--- config.mk ---
export PLATFORM = sky130hd
export DESIGN_NAME = ass_sequencer
export DESIGN_NICKNAME = d
export VERILOG_FILES = /design/src/shared/ass_pkg.sv /design/src/hw/ass_sequencer.sv
export VERILOG_INCLUDE_DIRS = /design/src /design/src/shared
export SDC_FILE = /design/constraint.sdc
export NUM_CORES = 1
export LEC_CHECK = 0
export BUFFER_PORTS_ARGS = -buffer_cell sky130_fd_sc_hd__buf_4
export CAP_MARGIN = 20
export CORE_UTILIZATION = 56
export CTS_BUF_LIST = sky130_fd_sc_hd__clkbuf_8
export CTS_CLUSTER_SIZE = 25
export DETAILED_ROUTE_END_ITERATION = 10
export PLACE_DENSITY = 0.82
export REMOVE_ABC_BUFFERS = 1
export SETUP_SLACK_MARGIN = 0.4
export SLEW_MARGIN = 20
export SYNTH_ARGS = -nofsm -noshare
export SYNTH_HDL_FRONTEND = slang
export SYNTH_SLANG_ARGS = --single-unit
--- constraint.sdc ---
create_clock -name clk -period 2.2 [get_ports clk]
set_input_delay 0.44 -clock clk [delete_from_list [all_inputs] [get_ports clk]]
set_output_delay 0.44 -clock clk [all_outputs]
set_load 0.02 [all_outputs]
--- src/shared/ass_regs.svh ---
`ifndef ASS_REGS_SVH
`define ASS_REGS_SVH
// ----------------------------------------------------------------------
// Constants
// ----------------------------------------------------------------------
`define ASS_CHAN_RST 4'h0
`define ASS_REF_RST 2'h0
`define ASS_REF_VCC 2'h0
`define ASS_REF_EXT 2'h1
`define ASS_REF_INT 2'h2
`define ASS_FULL_SCALE 10'h3FF
`define ASS_CONV_CYC 5'h0D
`define ASS_FIRST_CYC 5'h19
`define ASS_PRESC_RST 7'h00
`endif

--- src/shared/ass_pkg.sv ---
package ass_pkg;
   typedef struct packed {
      logic [1:0] reference_select;
      logic [3:0] channel_select;
   } ass_sel_t;

   typedef enum logic [2:0] {
      ASS_IDLE = 3'h1,
      ASS_WAIT = 3'h2,
      ASS_CONV = 3'h4
   } ass_state_t;

   typedef struct packed {
      ass_state_t state;
      ass_sel_t eff;
      logic [6:0] presc;
      logic [4:0] cnt;
      logic first;
      logic single;
      logic start_bit;
      logic done_flag;
      logic irq;
      logic [9:0] result;
      logic trig_s1;
      logic trig_s2;
      logic trig_d;
      logic sleep_s1;
      logic sleep_s2;
      logic sleep_d;
      ass_sel_t sel_out;
      logic sample;
   } ass_st_t;
endpackage : ass_pkg

--- src/hw/ass_sequencer.sv ---
`timescale 1ns/1ns
`include "ass_regs.svh"
module ass_sequencer
   import ass_pkg::*;
(
   // Clock and reset
   input wire logic clk,
   input wire logic nrst,
   input wire logic clk_en,
   // Software control
   input wire logic converter_enable,
   input wire logic start_write,
   input wire logic auto_trigger_enable,
   input wire logic free_running,
   input wire logic irq_enable,
   input wire logic done_clear,
   input wire logic [2:0] prescale_sel,
   input wire ass_sel_t input_select_register,
   // Outside events and analog core
   input wire logic trigger_in,
   input wire logic sleep_quiet,
   input wire logic [9:0] core_code,
   input wire logic core_over,
   // Status and analog control
   output logic conversion_start_bit,
   output logic conversion_done_flag,
   output logic irq,
   output logic [7:0] result_low,
   output logic [7:0] result_high,
   output ass_sel_t sel_out,
   output logic sample
);
   ass_st_t s_q, s_d;
   logic tick;
   logic trig_edge;
   logic sleep_edge;
   logic last_cyc;
   logic [4:0] len;

   // ------------------------------------------------------------------
   // Next state
   // ------------------------------------------------------------------
   always_comb begin
      s_d = s_q;
      tick = (s_q.presc == ((7'h01 << prescale_sel) - 7'h01));
      len = s_q.first ? `ASS_FIRST_CYC : `ASS_CONV_CYC;
      last_cyc = (s_q.state == ASS_CONV) && tick && (s_q.cnt == len - 5'h01);
      trig_edge = s_q.trig_s2 && !s_q.trig_d;
      sleep_edge = s_q.sleep_s2 && !s_q.sleep_d;
      // Outside inputs pass two flops; the second one and a one-cycle delayed copy of it feed the edge logic.
      s_d.trig_s1 = trigger_in;
      s_d.trig_s2 = s_q.trig_s1;
      s_d.trig_d = s_q.trig_s2;
      s_d.sleep_s1 = sleep_quiet;
      s_d.sleep_s2 = s_q.sleep_s1;
      s_d.sleep_d = s_q.sleep_s2;
      s_d.presc = tick ? `ASS_PRESC_RST : s_q.presc + 7'h01;
      s_d.irq = 1'b0;
      s_d.sample = 1'b0;
      if (s_q.done_flag && done_clear) begin
         s_d.done_flag = 1'b0;
      end
      if (!converter_enable) begin
         s_d.state = ASS_IDLE;
         s_d.presc = `ASS_PRESC_RST;
         s_d.first = 1'b1;
         s_d.start_bit = 1'b0;
         s_d.eff = input_select_register;
      end else begin
         unique case (s_q.state)
            ASS_IDLE: begin
               s_d.eff = input_select_register;
               if (auto_trigger_enable && trig_edge && !s_q.done_flag) begin
                  s_d.presc = `ASS_PRESC_RST;
                  s_d.state = ASS_CONV;
                  s_d.cnt = 5'h00;
                  s_d.start_bit = 1'b1;
                  s_d.single = 1'b0;
               end else if (start_write || (sleep_edge && irq_enable
                            && !auto_trigger_enable)) begin
                  s_d.state = ASS_WAIT;
                  s_d.start_bit = 1'b1;
                  s_d.single = 1'b1;
               end
            end
            ASS_WAIT: begin
               s_d.eff = input_select_register;
               if (tick) begin
                  s_d.state = ASS_CONV;
                  s_d.cnt = 5'h00;
               end
            end
            ASS_CONV: begin
               if (tick) begin
                  s_d.cnt = s_q.cnt + 5'h01;
                  if (s_q.cnt == 5'h01) begin
                     s_d.sample = 1'b1;
                  end
               end
               if (s_q.cnt == len - 5'h01) begin
                  s_d.eff = input_select_register;
               end
               if (last_cyc) begin
                  // An input above the reference pins the code at full scale.
                  s_d.result = core_over ? `ASS_FULL_SCALE
                                         : core_code;
                  s_d.done_flag = 1'b1;
                  s_d.irq = irq_enable;
                  s_d.first = 1'b0;
                  if (auto_trigger_enable && free_running) begin
                     s_d.cnt = 5'h00;
                  end else begin
                     s_d.state = ASS_IDLE;
                     s_d.start_bit = 1'b0;
                  end
               end
            end
            default: s_d.state = ASS_IDLE;
         endcase
      end
      s_d.sel_out = s_q.eff;
   end

   // ------------------------------------------------------------------
   // State register
   // ------------------------------------------------------------------
   always_ff @(posedge clk or negedge nrst) begin
      if (!nrst) begin
         s_q <= '0;
         s_q.state <= ASS_IDLE;
         s_q.first <= 1'b1;
      end else if (clk_en) begin
         s_q <= s_d;
      end
   end

   assign conversion_start_bit = s_q.start_bit;
   assign conversion_done_flag = s_q.done_flag;
   assign irq = s_q.irq;
   assign result_low = s_q.result[7:0];
   assign result_high = {6'h00, s_q.result[9:8]};
   assign sel_out = s_q.sel_out;
   assign sample = s_q.sample;

   // ------------------------------------------------------------------
   // Checks
   // ------------------------------------------------------------------
   property p_idle_track;
      @(posedge clk) disable iff (!nrst)
      (clk_en && s_q.state == ASS_IDLE)
         |=> s_q.eff == $past(input_select_register);
   endproperty
   a_idle_track: assert property (p_idle_track)
      else $error("idle selection not tracking");

   property p_lock;
      @(posedge clk) disable iff (!nrst)
      (clk_en && converter_enable && s_q.state == ASS_CONV
       && s_q.cnt != len - 5'h01) |=> $stable(s_q.eff);
   endproperty
   a_lock: assert property (p_lock)
      else $error("selection moved during conversion");

   property p_done_result;
      @(posedge clk) disable iff (!nrst)
      (clk_en && converter_enable && last_cyc) |=> s_q.done_flag
         && s_q.result == $past(core_over ? `ASS_FULL_SCALE : core_code);
   endproperty
   a_done_result: assert property (p_done_result)
      else $error("result and flag not set together");

   property p_busy_bit;
      @(posedge clk) disable iff (!nrst)
      (s_q.state == ASS_CONV) |-> s_q.start_bit;
   endproperty
   a_busy_bit: assert property (p_busy_bit)
      else $error("start bit low during conversion");

   property p_hold;
      @(posedge clk) disable iff (!nrst)
      (clk_en && !(converter_enable && last_cyc)) |=> $stable(s_q.result);
   endproperty
   a_hold: assert property (p_hold)
      else $error("result changed outside completion");

   property p_start;
      @(posedge clk) disable iff (!nrst)
      (clk_en && converter_enable && s_q.state == ASS_WAIT && tick)
         |=> s_q.state == ASS_CONV && s_q.cnt == 5'h00;
   endproperty
   a_start: assert property (p_start)
      else $error("conversion did not begin on tick");

   property p_trig;
      @(posedge clk) disable iff (!nrst)
      (clk_en && converter_enable && s_q.state == ASS_IDLE
       && auto_trigger_enable && trig_edge && !s_q.done_flag)
         |=> s_q.presc == 7'h00 && s_q.state == ASS_CONV;
   endproperty
   a_trig: assert property (p_trig)
      else $error("trigger did not start conversion");

   property p_off;
      @(posedge clk) disable iff (!nrst)
      (clk_en && !converter_enable) |=> s_q.state == ASS_IDLE
         && !s_q.start_bit;
   endproperty
   a_off: assert property (p_off)
      else $error("disabled converter still busy");

   property p_wait_track;
      @(posedge clk) disable iff (!nrst)
      (clk_en && converter_enable && s_q.state == ASS_WAIT)
         |=> s_q.eff == $past(input_select_register);
   endproperty
   a_wait_track: assert property (p_wait_track)
      else $error("selection not tracking before start");

   property p_last_refresh;
      @(posedge clk) disable iff (!nrst)
      (clk_en && converter_enable && s_q.state == ASS_CONV
       && s_q.cnt == len - 5'h01)
         |=> s_q.eff == $past(input_select_register);
   endproperty
   a_last_refresh: assert property (p_last_refresh)
      else $error("selection not refreshed in last cycle");

   property p_sel_copy;
      @(posedge clk) disable iff (!nrst)
      clk_en |=> s_q.sel_out == $past(s_q.eff);
   endproperty
   a_sel_copy: assert property (p_sel_copy)
      else $error("shown selection differs from effective one");

   property p_free_run;
      @(posedge clk) disable iff (!nrst)
      (clk_en && converter_enable && last_cyc && auto_trigger_enable
       && free_running)
         |=> s_q.state == ASS_CONV && s_q.cnt == 5'h00 && s_q.start_bit;
   endproperty
   a_free_run: assert property (p_free_run)
      else $error("free running did not restart");

   property p_single_end;
      @(posedge clk) disable iff (!nrst)
      (clk_en && converter_enable && last_cyc
       && !(auto_trigger_enable && free_running))
         |=> s_q.state == ASS_IDLE && !s_q.start_bit;
   endproperty
   a_single_end: assert property (p_single_end)
      else $error("start bit not cleared at completion");

   property p_irq_set;
      @(posedge clk) disable iff (!nrst)
      (clk_en && converter_enable && last_cyc)
         |=> s_q.irq == $past(irq_enable);
   endproperty
   a_irq_set: assert property (p_irq_set)
      else $error("completion request not raised");

   property p_irq_pulse;
      @(posedge clk) disable iff (!nrst)
      (clk_en && !(converter_enable && last_cyc)) |=> !s_q.irq;
   endproperty
   a_irq_pulse: assert property (p_irq_pulse)
      else $error("request raised outside completion");

   property p_sleep_start;
      @(posedge clk) disable iff (!nrst)
      (clk_en && converter_enable && s_q.state == ASS_IDLE && sleep_edge
       && irq_enable && !auto_trigger_enable)
         |=> s_q.state == ASS_WAIT && s_q.start_bit && s_q.single;
   endproperty
   a_sleep_start: assert property (p_sleep_start)
      else $error("halt did not start a conversion");

   property p_count;
      @(posedge clk) disable iff (!nrst)
      (clk_en && converter_enable && s_q.state == ASS_CONV && tick
       && s_q.cnt != len - 5'h01)
         |=> s_q.cnt == $past(s_q.cnt) + 5'h01;
   endproperty
   a_count: assert property (p_count)
      else $error("converter clock count skipped");

   property p_over;
      @(posedge clk) disable iff (!nrst)
      (clk_en && converter_enable && last_cyc && core_over)
         |=> s_q.result == `ASS_FULL_SCALE;
   endproperty
   a_over: assert property (p_over)
      else $error("over-range input not at full scale");

   property p_clear;
      @(posedge clk) disable iff (!nrst)
      (clk_en && done_clear && !(converter_enable && last_cyc))
         |=> !s_q.done_flag;
   endproperty
   a_clear: assert property (p_clear)
      else $error("done flag not cleared");
endmodule : ass_sequencer

; ---- Word-level counts from Yosys, hierarchy flattened
; Cells that the tools add are included.
; Widths: inputs -> output; s select.
[totals]
register_bits = 48
latch_bits = 0
ram_bits = 0
mem_bits_ro = 0
inputBits = 31
output_inout_bits = 26
word_cells = 98
n_memories = 0
[op_classes]
add_sub_neg = 4
mul = 0
div_mod_pow = 0
n_lt_le_gt_ge = 0
n_eq_ne = 17
shift = 1
muxes = 34
bitwise_logic = 0
reduce_logical = 23
[ops]
columns = cell, count
row1 = $mux 12, 3
row2 = $mux 5, 4
row3 = $mux 16, 1
row4 = $mux 3, 5
row5 = $pmux 5 s3, 1
row6 = $reduce_and 5->1, 3
row7 = $mux 7, 2
row8 = $mux 13, 1
row9 = $mux 6, 2
row10 = $pmux 6 s2, 1
row11 = $mux 1, 11
row12 = $logic_and 1x1->1, 10
row13 = $mux 10, 1
row14 = $ne 3x3->1 const B, 3
row15 = $pmux 3 s3, 1
row16 = $add 7x1->7 const B, 1
row17 = $eq 7x7->1, 1
row18 = $shl 1x3->7 const A, 1
row19 = $sub 7x1->7 const B, 1
row20 = $ne 3x2->1 const B, 2
row21 = $reduce_and 3->1, 2
row22 = $add 5x1->5 const B, 1
row23 = $eq 5x1->1 const B, 1
row24 = $eq 5x5->1, 1
row25 = 14 further kinds, 19

; ---- Depth between registers and ports, before layout
; Gate-level depths: netlist (run 1).
[depth]
depth_word = 9
depth_mapped = 8
ltp_nobuf = 7

; ---- Worst setup path before layout (run 1)
; No wires, ideal clock.
[synth_path]
path_type = input to register
startpoint = in prescale_sel[2]
endpoint = reg s_q[28] (netlist name)
setup_ns = 0.131
t_arrival_ns = 1.984
required_time_ns = 2.069
path_slack_ns = 0.085
path_stages = 7
n_path_buf = 1
path_cell_list = buf_6 -> or4_1 -> o22ai_1 -> o22ai_2 -> o211a_1 -> o2bb2ai_1 -> nor2_1
[synth_between]
elab_chain_len = 7
word_cells_on_any_way = 11
cone_classes = add/sub: 1 / eq/ne: 2 / shift: 1 / mux: 4 / reduce/logical: 3
[synth_rtl]
columns = element, line_no
row1 = start: declaration, ass_sequencer.sv:17  ; input wire logic [2:0] prescale_sel,
row2 = $shl 1x3->7 *, ass_sequencer.sv:45  ; tick = (s_q.presc == ((7'h01 << prescale_sel) - 7'h01));
row3 = $sub 7x1->7 *, ass_sequencer.sv:45
row4 = $eq 7x7->1 *, ass_sequencer.sv:45
row5 = $mux 5 / $logic_and 1x1->1 (equally long branches), "ass_sequencer.sv:94, ass_sequencer.sv:47"
row6 = $mux 5 / $logic_and 1x1->1 (equally long branches), "ass_sequencer.sv:110, ass_sequencer.sv:47"
row7 = $mux 6, ass_sequencer.sv:103  ; if (last_cyc) begin
row8 = $pmux 5 s3, ass_sequencer.sv:70  ; unique case (s_q.state)
row9 = end: declaration, ass_sequencer.sv:33  ; ass_st_t s_q, s_d;
; Mark *: on every way between the ends. The rest lies on a longest branch, timed or not. The select of a mux whose other input is x is not followed.
; A chain may end at the register's enable or synchronous reset.

; ---- Worst setup path after layout (run 1)
[layout_path]
startpoint = reg s_q[36] (netlist name)
endpoint = reg s_q (netlist bit result_high[1])
[layout_between]
elab_chain_len = 4
[layout_rtl]
columns = element, line_no
row1 = $eq 7x7->1, ass_sequencer.sv:45
row2 = $logic_and 1x1->1 (2 in a row), ass_sequencer.sv:47  ; last_cyc = (s_q.state == ASS_CONV) && tick && (s_q.cnt == len - 5'h01);
row3 = $reduce_and 4->1 (no line), --
; No other way between the ends.

==> results of run 1 <==
final timing paths:
kind	start	end	cells after the start
hold / removal	nrst	s_d[11]	1
min in group clk	sleep_quiet	s_d[8]	2
setup / recovery	s_q[36]	result_high[1]	7
setup reg to reg	s_q[36]	result_high[1]	7
hold reg to reg	conversion_start_bit	conversion_start_bit	1
max in group asynchronous	nrst	s_q[35]	1
what timing repair did:
action | CTS | global route
buffers inserted | 6 | 1
cloned | 0 | 1
endpoints found under the setup margin | 35 | 35
resized for setup | 12 | 21
pin swaps | 8 | 9
placed cells by master, fill, tap and decap left out, drive strengths merged, types with 3 or more instances in the layout:
| cell | count |
|---|---|
| a21oi | 5 |
| buf | 71 |
| clkbuf | 6 |
| conb | 6 |
| dfrtp | 46 |
| ha | 4 |
| inv | 24 |
| mux2 | 18 |
| mux2i | 12 |
| nand2 | 13 |
| nand3 | 9 |
| nor2 | 17 |
| nor2b | 4 |
| nor3 | 4 |
| nor4 | 3 |
| o21ai | 9 |
| o221ai | 3 |
| o22ai | 6 |
| o2bb2ai | 3 |
| or3 | 4 |
| xnor2 | 3 |
| xor2 | 3 |
area by class of cell:
type | instances | area [um2] | share of cell area [%]
well taps | 52 | 65.06 | 1.992
flip-flops and latches | 48 | 1205 | 36.88
repair buffers | 71 | 568.0 | 17.39
inverters | 24 | 90.09 | 2.758
clock inverters | 2 | 15.01 | 0.4596
clock buffers | 6 | 82.58 | 2.528
multi-input cells | 155 | 1241 | 37.99
worst max-delay path: cells and delay by family (launching register included):
| kind | cells | cell delay [ps] |
|---|---|---|
| AND/OR/NAND/NOR | 3 | 920 |
| multiplexers | 1 | 170 |
| flip-flops | 1 | 410 |
| AO/OA/AOI/OAI | 2 | 340 |
| buffers and inverters | 1 | 170 |
state kept, by name (all words and copies together), names as in the netlist:
signal and cells:
s_q 18, result_low 8, sel_out 6, irq 1, s_d 10, result_high 2, sample 1, conversion_start_bit 1
conversion_done_flag 1
cell families after synthesis:
kind of cell / synth area share, %
simple gates: 15.04
buf+inv: 11.36
mux: 12.32
xor+xnor: 2.005
compound gates: 11.31
flops: 45.92
fa+ha+maj: 1.909
other cells: 0.1431
metal layers:
layer  wire length [um]  up-vias  GRT usage (%)
met5                  0        -              0
met4                 61        0          6.222
met3                229        8          5.051
met2               2877       54          37.99
met1               2429      978          30.17
li1                   -      953              -
through the flow:
step,instance area (um2),TNS (ps),cells
after floorplan,2432,0,227
after global placement,2983,-32.28,342
after detailed placement,2983,-457.6,342
after CTS,3172,0,356
after global routing,3267,0,358
final,3267,0,358
report_power, final:
| group | switching [uW] | total, uW | internal [uW] | leakage, uW |
|---|---|---|---|---|
| clock | 304 | 559 | 255 | 0.0000434 |
| sequential | 99.5 | 1140 | 1040 | 0.000562 |
| combinational | 392 | 773 | 381 | 0.000978 |
| total | 796 | 2470 | 1670 | 0.00158 |
==> results_dict.tcl, run 1 <==
set metrics [dict create \
    crit_top_cell "o22ai_4" \
    grt_first_pass_wirelength_um 8997 \
    ctsHoldBuffers 0 \
    post-route-util_pct 74.01 \
    crit_chain "or4bb_1, o22ai_4, o22ai_4, nor3_4, nand3_2, buf_12, mux2i_1" \
    critPathMaxFanout 12 \
    initial_core_util_pct 59.38 \
    synth-seq-area-share_pct 45.92 \
    syn_area_per_cell_um2 10.44 \
    drt_wl_total_um 5597 \
    synth_flop_cell "dfrtp_1" \
    worstPathRequired_ps 2420 \
    setup_slack_ps 99.90 \
    netlist_top_cells_area "dfrtp_1 (44%), mux2_2 (7.7%), buf_4 (6.3%)" \
    synth_top_area_share_pct 43.91 \
    synth_top_area_cell "dfrtp_1" \
    drcViolationCount 0 \
    ys_top_cells_by_count "dfrtp_1 (46), inv_1 (24), buf_4 (22)" \
    n_antenna_cell 0 \
    fp-row-count 24 \
    drive_gt1_share_pct 41.50 \
    clkTransAtPathRegs_ps 90 \
    grt_pass1_vias 1991 \
    yosysMostFrequentCell "dfrtp_1" \
    fp.dieW_um 70.42 \
    crit_slowest_cell "or4bb_1" \
    clkLatencyLatePin_ps 300 \
    max_stage_delay_ps 530 \
    dp.final_hpwl_um 3701 \
    clock_sinks 48 \
    timing.hold.ws_ps 146.2 \
    power_leakage_uw 0.001583 \
    reg2reg_slack_ps 100 \
    num-fill-cells 321 \
    grt-ovfl-total 0 \
    grt_setup_unrepaired "yes" \
    grt_usage_pct 22.87 \
    ys_seq_elements 48 \
    crit_type "register to register" \
    tightest_slew_ps 608.9 \
    postSynth.asyncResetShare_pct 100.0 \
    htree_levels 2 \
    grt_start_max_net_pins 49 \
    vdd_drop_max_mv 0.7482 \
    hold_path_class "primary input to async pin" \
    status "finished, final reports clean" \
    ant_nets 0 \
    fin_total_pwr_uw 2470 \
    synthDistinctLibCells 56 \
    core_mm2 0.004414 \
    max_cap_viol_count 0 \
    die_area_mm2 0.004958 \
    viasPerCell 5.567 \
    worstPathArrival_ps 2320 \
    die_h_um 70.42 \
    setup_viol 0 \
    dr.pass1.iters 4 \
    cts_tree "built" \
    slew_headroom_pct 59.41 \
    syn_area_mm2 0.002621 \
    crit_path_end_kind "register" \
    min_period_ps 2100 \
    hold_violations 0 \
    synth_edf_count 0 \
    finalMaxSlewViolations 0 \
    critPathLaunchType "register" \
    yosysWarnings 0 \
    fin_crit_sh_pct 95.46 \
    max_freq_mhz 476.2 \
    skew_ps 5.404 \
    power_density_mw_per_mm2 756.0 \
    gp_congestion 0.8408 \
    drtIter0Drc 105 \
    clockBufferDepth 2 \
    ios 57 \
    antenna_found_initial 0 \
    routedWlPerCell_um 15.63 \
    port_buffers 50 \
    pre_cts_slack_ps -47.68 \
    root_buffer "clkbuf_8" \
    cts_buffers 5 \
    synthCells 251 \
    area.growth.synth_to_final_pct 24.63 \
    vias 1993 \
    nNetsFinal 340 \
]
Power figures use the tool's default switching activity.
==> run 2, diff against run 1 <==
--- a/config.mk
+++ b/config.mk
@@ -14,7 +14,7 @@
 export DETAILED_ROUTE_END_ITERATION = 10
 export PLACE_DENSITY = 0.82
 export REMOVE_ABC_BUFFERS = 1
-export SETUP_SLACK_MARGIN = 0.4
+export SETUP_SLACK_MARGIN = 0.02
 export SLEW_MARGIN = 20
 export SYNTH_ARGS = -nofsm -noshare
 export SYNTH_HDL_FRONTEND = slang
==> run 2 against run 1 <==
Combinational power decreased by 10%. Sequential power about the same. Via count fell by 2.6%. Critical endpoint unchanged. Largest power group unchanged.
==> results_dict.tcl, run 2 (same netlist as run 1, synthesis figures left out) <==
set metrics [dict create \
    drcViolationCount 0 \
    grt-ovfl-total 0 \
    grt_usage_pct 21.63 \
    core_mm2 0.004414 \
    layout_commonest_cell "buf_4" \
    viasPerCell 5.546 \
    drive_gt1_share_pct 34.23 \
    pwr-share-seq_pct 47.6 \
    grt_setup_unrepaired "no" \
    drt_wl_total_um 5087 \
    clkTransAtPathRegs_ps 90 \
    rr_startpoint "s_q[36]" \
    comb_power_share_pct 29.1 \
    max_freq_mhz 481.6 \
    clkPwrFrac_pct 23.3 \
    hold_violations 0 \
    initial_core_util_pct 59.38 \
    worstPathArrival_ps 2300 \
    ctsResizeCount 0 \
    vdd_drop_max_mv 0.7409 \
    layout.cells.non_filler 350 \
    fp.dieW_um 70.42 \
    drtIter0Drc 93 \
    path_buf_inv 1 \
    dpl.cell_count 342 \
    finalMaxSlewViolations 0 \
    critPathLaunchType "register" \
    antenna_found_initial 0 \
    crit_type "register to register" \
    ctsHoldBuffers 0 \
    crit_top_cell "o22ai_2" \
    p_switching_uw 753.7 \
    dp.final_hpwl_um 3701 \
    regMostFlops "s_q" \
    layout_common_cells "buf_4 (62), dfrtp_1 (46), inv_1 (24)" \
    ant_nets 0 \
    die_area_mm2 0.004958 \
    max_cap_viol_count 0 \
    root_buffer "clkbuf_8" \
    htree_levels 2 \
    path_delay_family "simple AND/OR/NAND/NOR gates" \
    crit_path_end_kind "register" \
    power_leakage_uw 0.001534 \
    fin_crit_sh_pct 94.39 \
    cts_tree "built" \
    max_stage_delay_ps 500 \
    crit_slowest_cell "or4bb_1" \
    grt_pass1_vias 1919 \
    die_h_um 70.42 \
    nNetsFinal 332 \
    tightest_slew_ps 598.1 \
    port_buffers 50 \
    vias 1941 \
    startpoint "s_q[36]" \
    fin_total_pwr_uw 2384 \
    routedWlPerCell_um 14.53 \
    skew_ps 6.235 \
    grt_start_max_net_pins 49 \
    dr.pass1.iters 4 \
    cts_setup_buffers 0 \
    worstPathRequired_ps 2420 \
    min_period_ps 2076 \
    switching_share_pct 31.62 \
    gp_congestion 0.8408 \
    slew_headroom_pct 60.13 \
    clock_sinks 48 \
    setup_viol 0 \
    fp-row-count 24 \
    critPathMaxFanout 12 \
    intPower_uw 1630 \
    cts_buffers 5 \
    area.growth.synth_to_final_pct 18.23 \
    status "finished, final reports clean" \
    power_density_mw_per_mm2 769.2 \
    crit_chain "or4bb_1, o22ai_2, o22ai_2, nor3_4, nand3_2, buf_12, mux2i_1" \
    n_antenna_cell 0 \
    hold_path_class "primary input to async pin" \
    largest_reg_flops 18 \
    grt_first_pass_wirelength_um 8493 \
    clockBufferDepth 2 \
    clkLatencyLatePin_ps 300 \
    ios 57 \
]
run 2: cell count changes in the layout (fill, tap and decap cells not counted), sizes merged:
cell	change
buf	-8
run 2: power groups by stage:
stage / clock (uW) / sequential, uW / combinational (uW)
floorplan: 0 / 1200 / 333
global placement: 0 / 1150 / 666
detailed placement: 0 / 1150 / 688
CTS: 574 / 1140 / 692
global route: 607 / 1160 / 752
finish: 556 / 1140 / 693
run 2: path summary, 6_finish.rpt:
kind,endpoint,slack [ps],cells after the start
worst min register to register,conversion_start_bit,500,1
worst max-delay path,result_high[1],120,7
worst min-delay path,s_d[8],150,1
max in group asynchronous,s_q[32],1660,1
worst max register to register,result_high[1],120,7
min in group clk,s_d[8],370,2
run 2: metrics by stage:
step / util, % / worst slack [ps] / instance area (um2) / hold WS, ps / TNS, ps
3_5_place_dp: 67.57 / -47.68 / 2983 / 476.6 / -457.6
2_1_floorplan: - / 138.7 / 2432 / 144.4 / 0
5_1_grt: 70.21 / 13.44 / 3099 / 187.7 / 0
6_report: 70.21 / 123.5 / 3099 / 145.9 / 0
4_1_cts: 69.78 / 89.50 / 3080 / 157.5 / 0
3_3_place_gp: 67.57 / -22.78 / 2983 / 472.6 / -32.28
run 2: worst reg2reg max path: cells and delay by family (launching register included):
family / cells / cell delay, ps
buffers and inverters: 1 / 170
AO/OA/AOI/OAI: 2 / 370
AND/OR/NAND/NOR: 3 / 840
multiplexers: 1 / 170
flip-flops: 1 / 440
run 2: per-layer routing:
metal	vias up	part of all wire [%]	GRT usage (%)
li1	941	-	-
met1	938	45	28.54
met2	55	50	36.30
met3	7	4.4	4.906
met4	0	0.86	4.889
met5	-	0	0
run 2: area by class of cell:
class                           count  area (um2)
Clock buffer                        6       82.58
Clock inverter                      2       15.01
Fill cell                         352        1315
Inverter                           24       90.09
Multi-Input combinational cell    155        1157
Sequential cell                    48        1204
Tap cell                           52       65.06
Timing Repair Buffer               63       485.5
==> run 3, diff against run 2 <==
--- a/config.mk
+++ b/config.mk
@@ -13,7 +13,6 @@
 export CTS_CLUSTER_SIZE = 25
 export DETAILED_ROUTE_END_ITERATION = 10
 export PLACE_DENSITY = 0.82
-export REMOVE_ABC_BUFFERS = 1
 export SETUP_SLACK_MARGIN = 0.02
 export SLEW_MARGIN = 20
 export SYNTH_ARGS = -nofsm -noshare
==> run 3 against run 2 <==
Core utilization rose by 0.77 points. Register-to-register slack hardly changed. Clock power is 21% higher. Clock-buffer cell count unchanged. Combinational power down 3.0%. Cell count increased by 0.29%. Die area stayed put. Non-clock buffer count is 1 higher. Largest cell class unchanged.
==> results_dict.tcl, run 3 (same netlist as run 1, synthesis figures left out) <==
set metrics [dict create \
    drcViolationCount 0 \
    die_h_um 70.42 \
    largest_reg_flops 18 \
    crit_chain "or4bb_1, o22ai_2, o22ai_2, nor3_4, nand3_2, buf_12, mux2i_1" \
    fin_crit_sh_pct 94.74 \
    viasPerCell 5.598 \
    hold_path_class "primary input to async pin" \
    grt_usage_pct 23.08 \
    worstPathRequired_ps 2390 \
    grt_start_max_net_pins 49 \
    area.growth.synth_to_final_pct 19.52 \
    layout_commonest_cell "buf_4" \
    initial_core_util_pct 59.38 \
    power_leakage_uw 0.001555 \
    cts_buffers 5 \
    setup_viol 0 \
    max_stage_delay_ps 540 \
    port_buffers 50 \
    crit_top_cell "o22ai_2" \
    ios 57 \
    die_area_mm2 0.004958 \
    power_density_mw_per_mm2 797.4 \
    crit_path_end_kind "register" \
    num-fill-cells 347 \
    regMostFlops "s_q" \
    critPathLaunchType "register" \
    crit_slowest_cell "or4bb_1" \
    finalMaxSlewViolations 0 \
    vias 1965 \
    cts_tree "built" \
    routedWlPerCell_um 15.35 \
    slew_headroom_pct 59.92 \
    nNetsFinal 333 \
    setup_slack_ps 115.7 \
    core_mm2 0.004414 \
    fin_total_pwr_uw 2498 \
    grt_pass1_vias 1995 \
    min_period_ps 2084 \
    fp.dieW_um 70.42 \
    fp-row-count 24 \
    worstPathArrival_ps 2280 \
    dp.final_hpwl_um 3878 \
    status "finished, final reports clean" \
    layout_common_cells "buf_4 (63), dfrtp_1 (46), inv_1 (24)" \
    max_freq_mhz 479.8 \
    n_antenna_cell 0 \
    antenna_found_initial 0 \
    drt_wl_total_um 5389 \
    root_buffer "clkbuf_8" \
    cts_setup_buffers 0 \
    drive_gt1_share_pct 34.78 \
    htree_levels 2 \
    ant_nets 0 \
    grt_first_pass_wirelength_um 9059 \
    critPathMaxFanout 12 \
    clock_sinks 48 \
    clkTransAtPathRegs_ps 90 \
    crit_type "register to register" \
    ctsHoldBuffers 0 \
    grt-ovfl-total 0 \
    drtIter0Drc 154 \
    dr.pass1.iters 4 \
    clockBufferDepth 2 \
    tightest_slew_ps 601.3 \
    hold_violations 0 \
    clkLatencyLatePin_ps 300 \
    vdd_drop_max_mv 0.5307 \
    skew_ps 8.415 \
    gp_congestion 0.8896 \
    max_cap_viol_count 0 \
    pre_cts_slack_ps -25.63 \
]
## run 3: metrics by stage
stage	setup TNS, ps	cell area [um2]	hold WS [ps]	std cells	utilization [%]
3_3_place_gp	-6.146	2990	481.4	343	67.74
5_1_grt	-85.31	3133	200.2	351	70.98
4_1_cts	0	3112	163.8	351	70.49
3_5_place_dp	-142.6	2990	487.8	343	67.74
2_1_floorplan	0	2640	144.4	256	-
6_report	0	3133	135.5	351	70.98
## run 3: cell type report
class	instances	area (um2)	share of cell area (%)
well taps	52	65.06	2.077
clock inverters	2	38.79	1.238
inverters	24	90.09	2.875
clock buffers	6	82.58	2.636
multi-input cells	155	1160	37.02
flip-flops and latches	48	1204	38.42
repair buffers	64	493.0	15.73
## run 3: final timing paths
path | startpoint | slack (ps) | cells after the start | to
max in group asynchronous | nrst | 1650 | 1 | s_q[31]
worst max register to register | s_q[34] | 120 | 7 | result_low[5]
worst max-delay path | s_q[34] | 120 | 7 | result_low[5]
worst min-delay path | nrst | 140 | 1 | s_q[48]
worst min register to register | s_d[2] | 500 | 1 | s_d[2]
min in group clk | input_select_register[5] | 370 | 2 | s_d[6]
## run 3: repair_timing
action / in CTS / in global routing
gates resized for setup: 0 / 4
hold endpoints to repair: 0 / 0
setup endpoints to repair: 0 / 22
## run 3: layer usage
layer	vias to the layer above	global-route usage (%)	part of all wire [%]
li1	945	-	-
met1	958	30.41	45
met2	58	39.26	50
met3	4	3.463	4.2
met4	0	6.667	0.91
met5	-	0	0
## run 3: power by group
group / switching [uW] / leakage [uW] / internal (uW) / total, uW
sequential: 113 / 0.000564 / 1040 / 1150
clock: 303 / 0.0000614 / 372 / 675
combinational: 350 / 0.000930 / 321 / 672
## run 3: critical path: cells and delay by family (launching register included)
kind,cells,cell delay (ps)
mux,1,120
flops,1,450
buf+inv,1,170
simple gates,3,860
compound gates,2,380
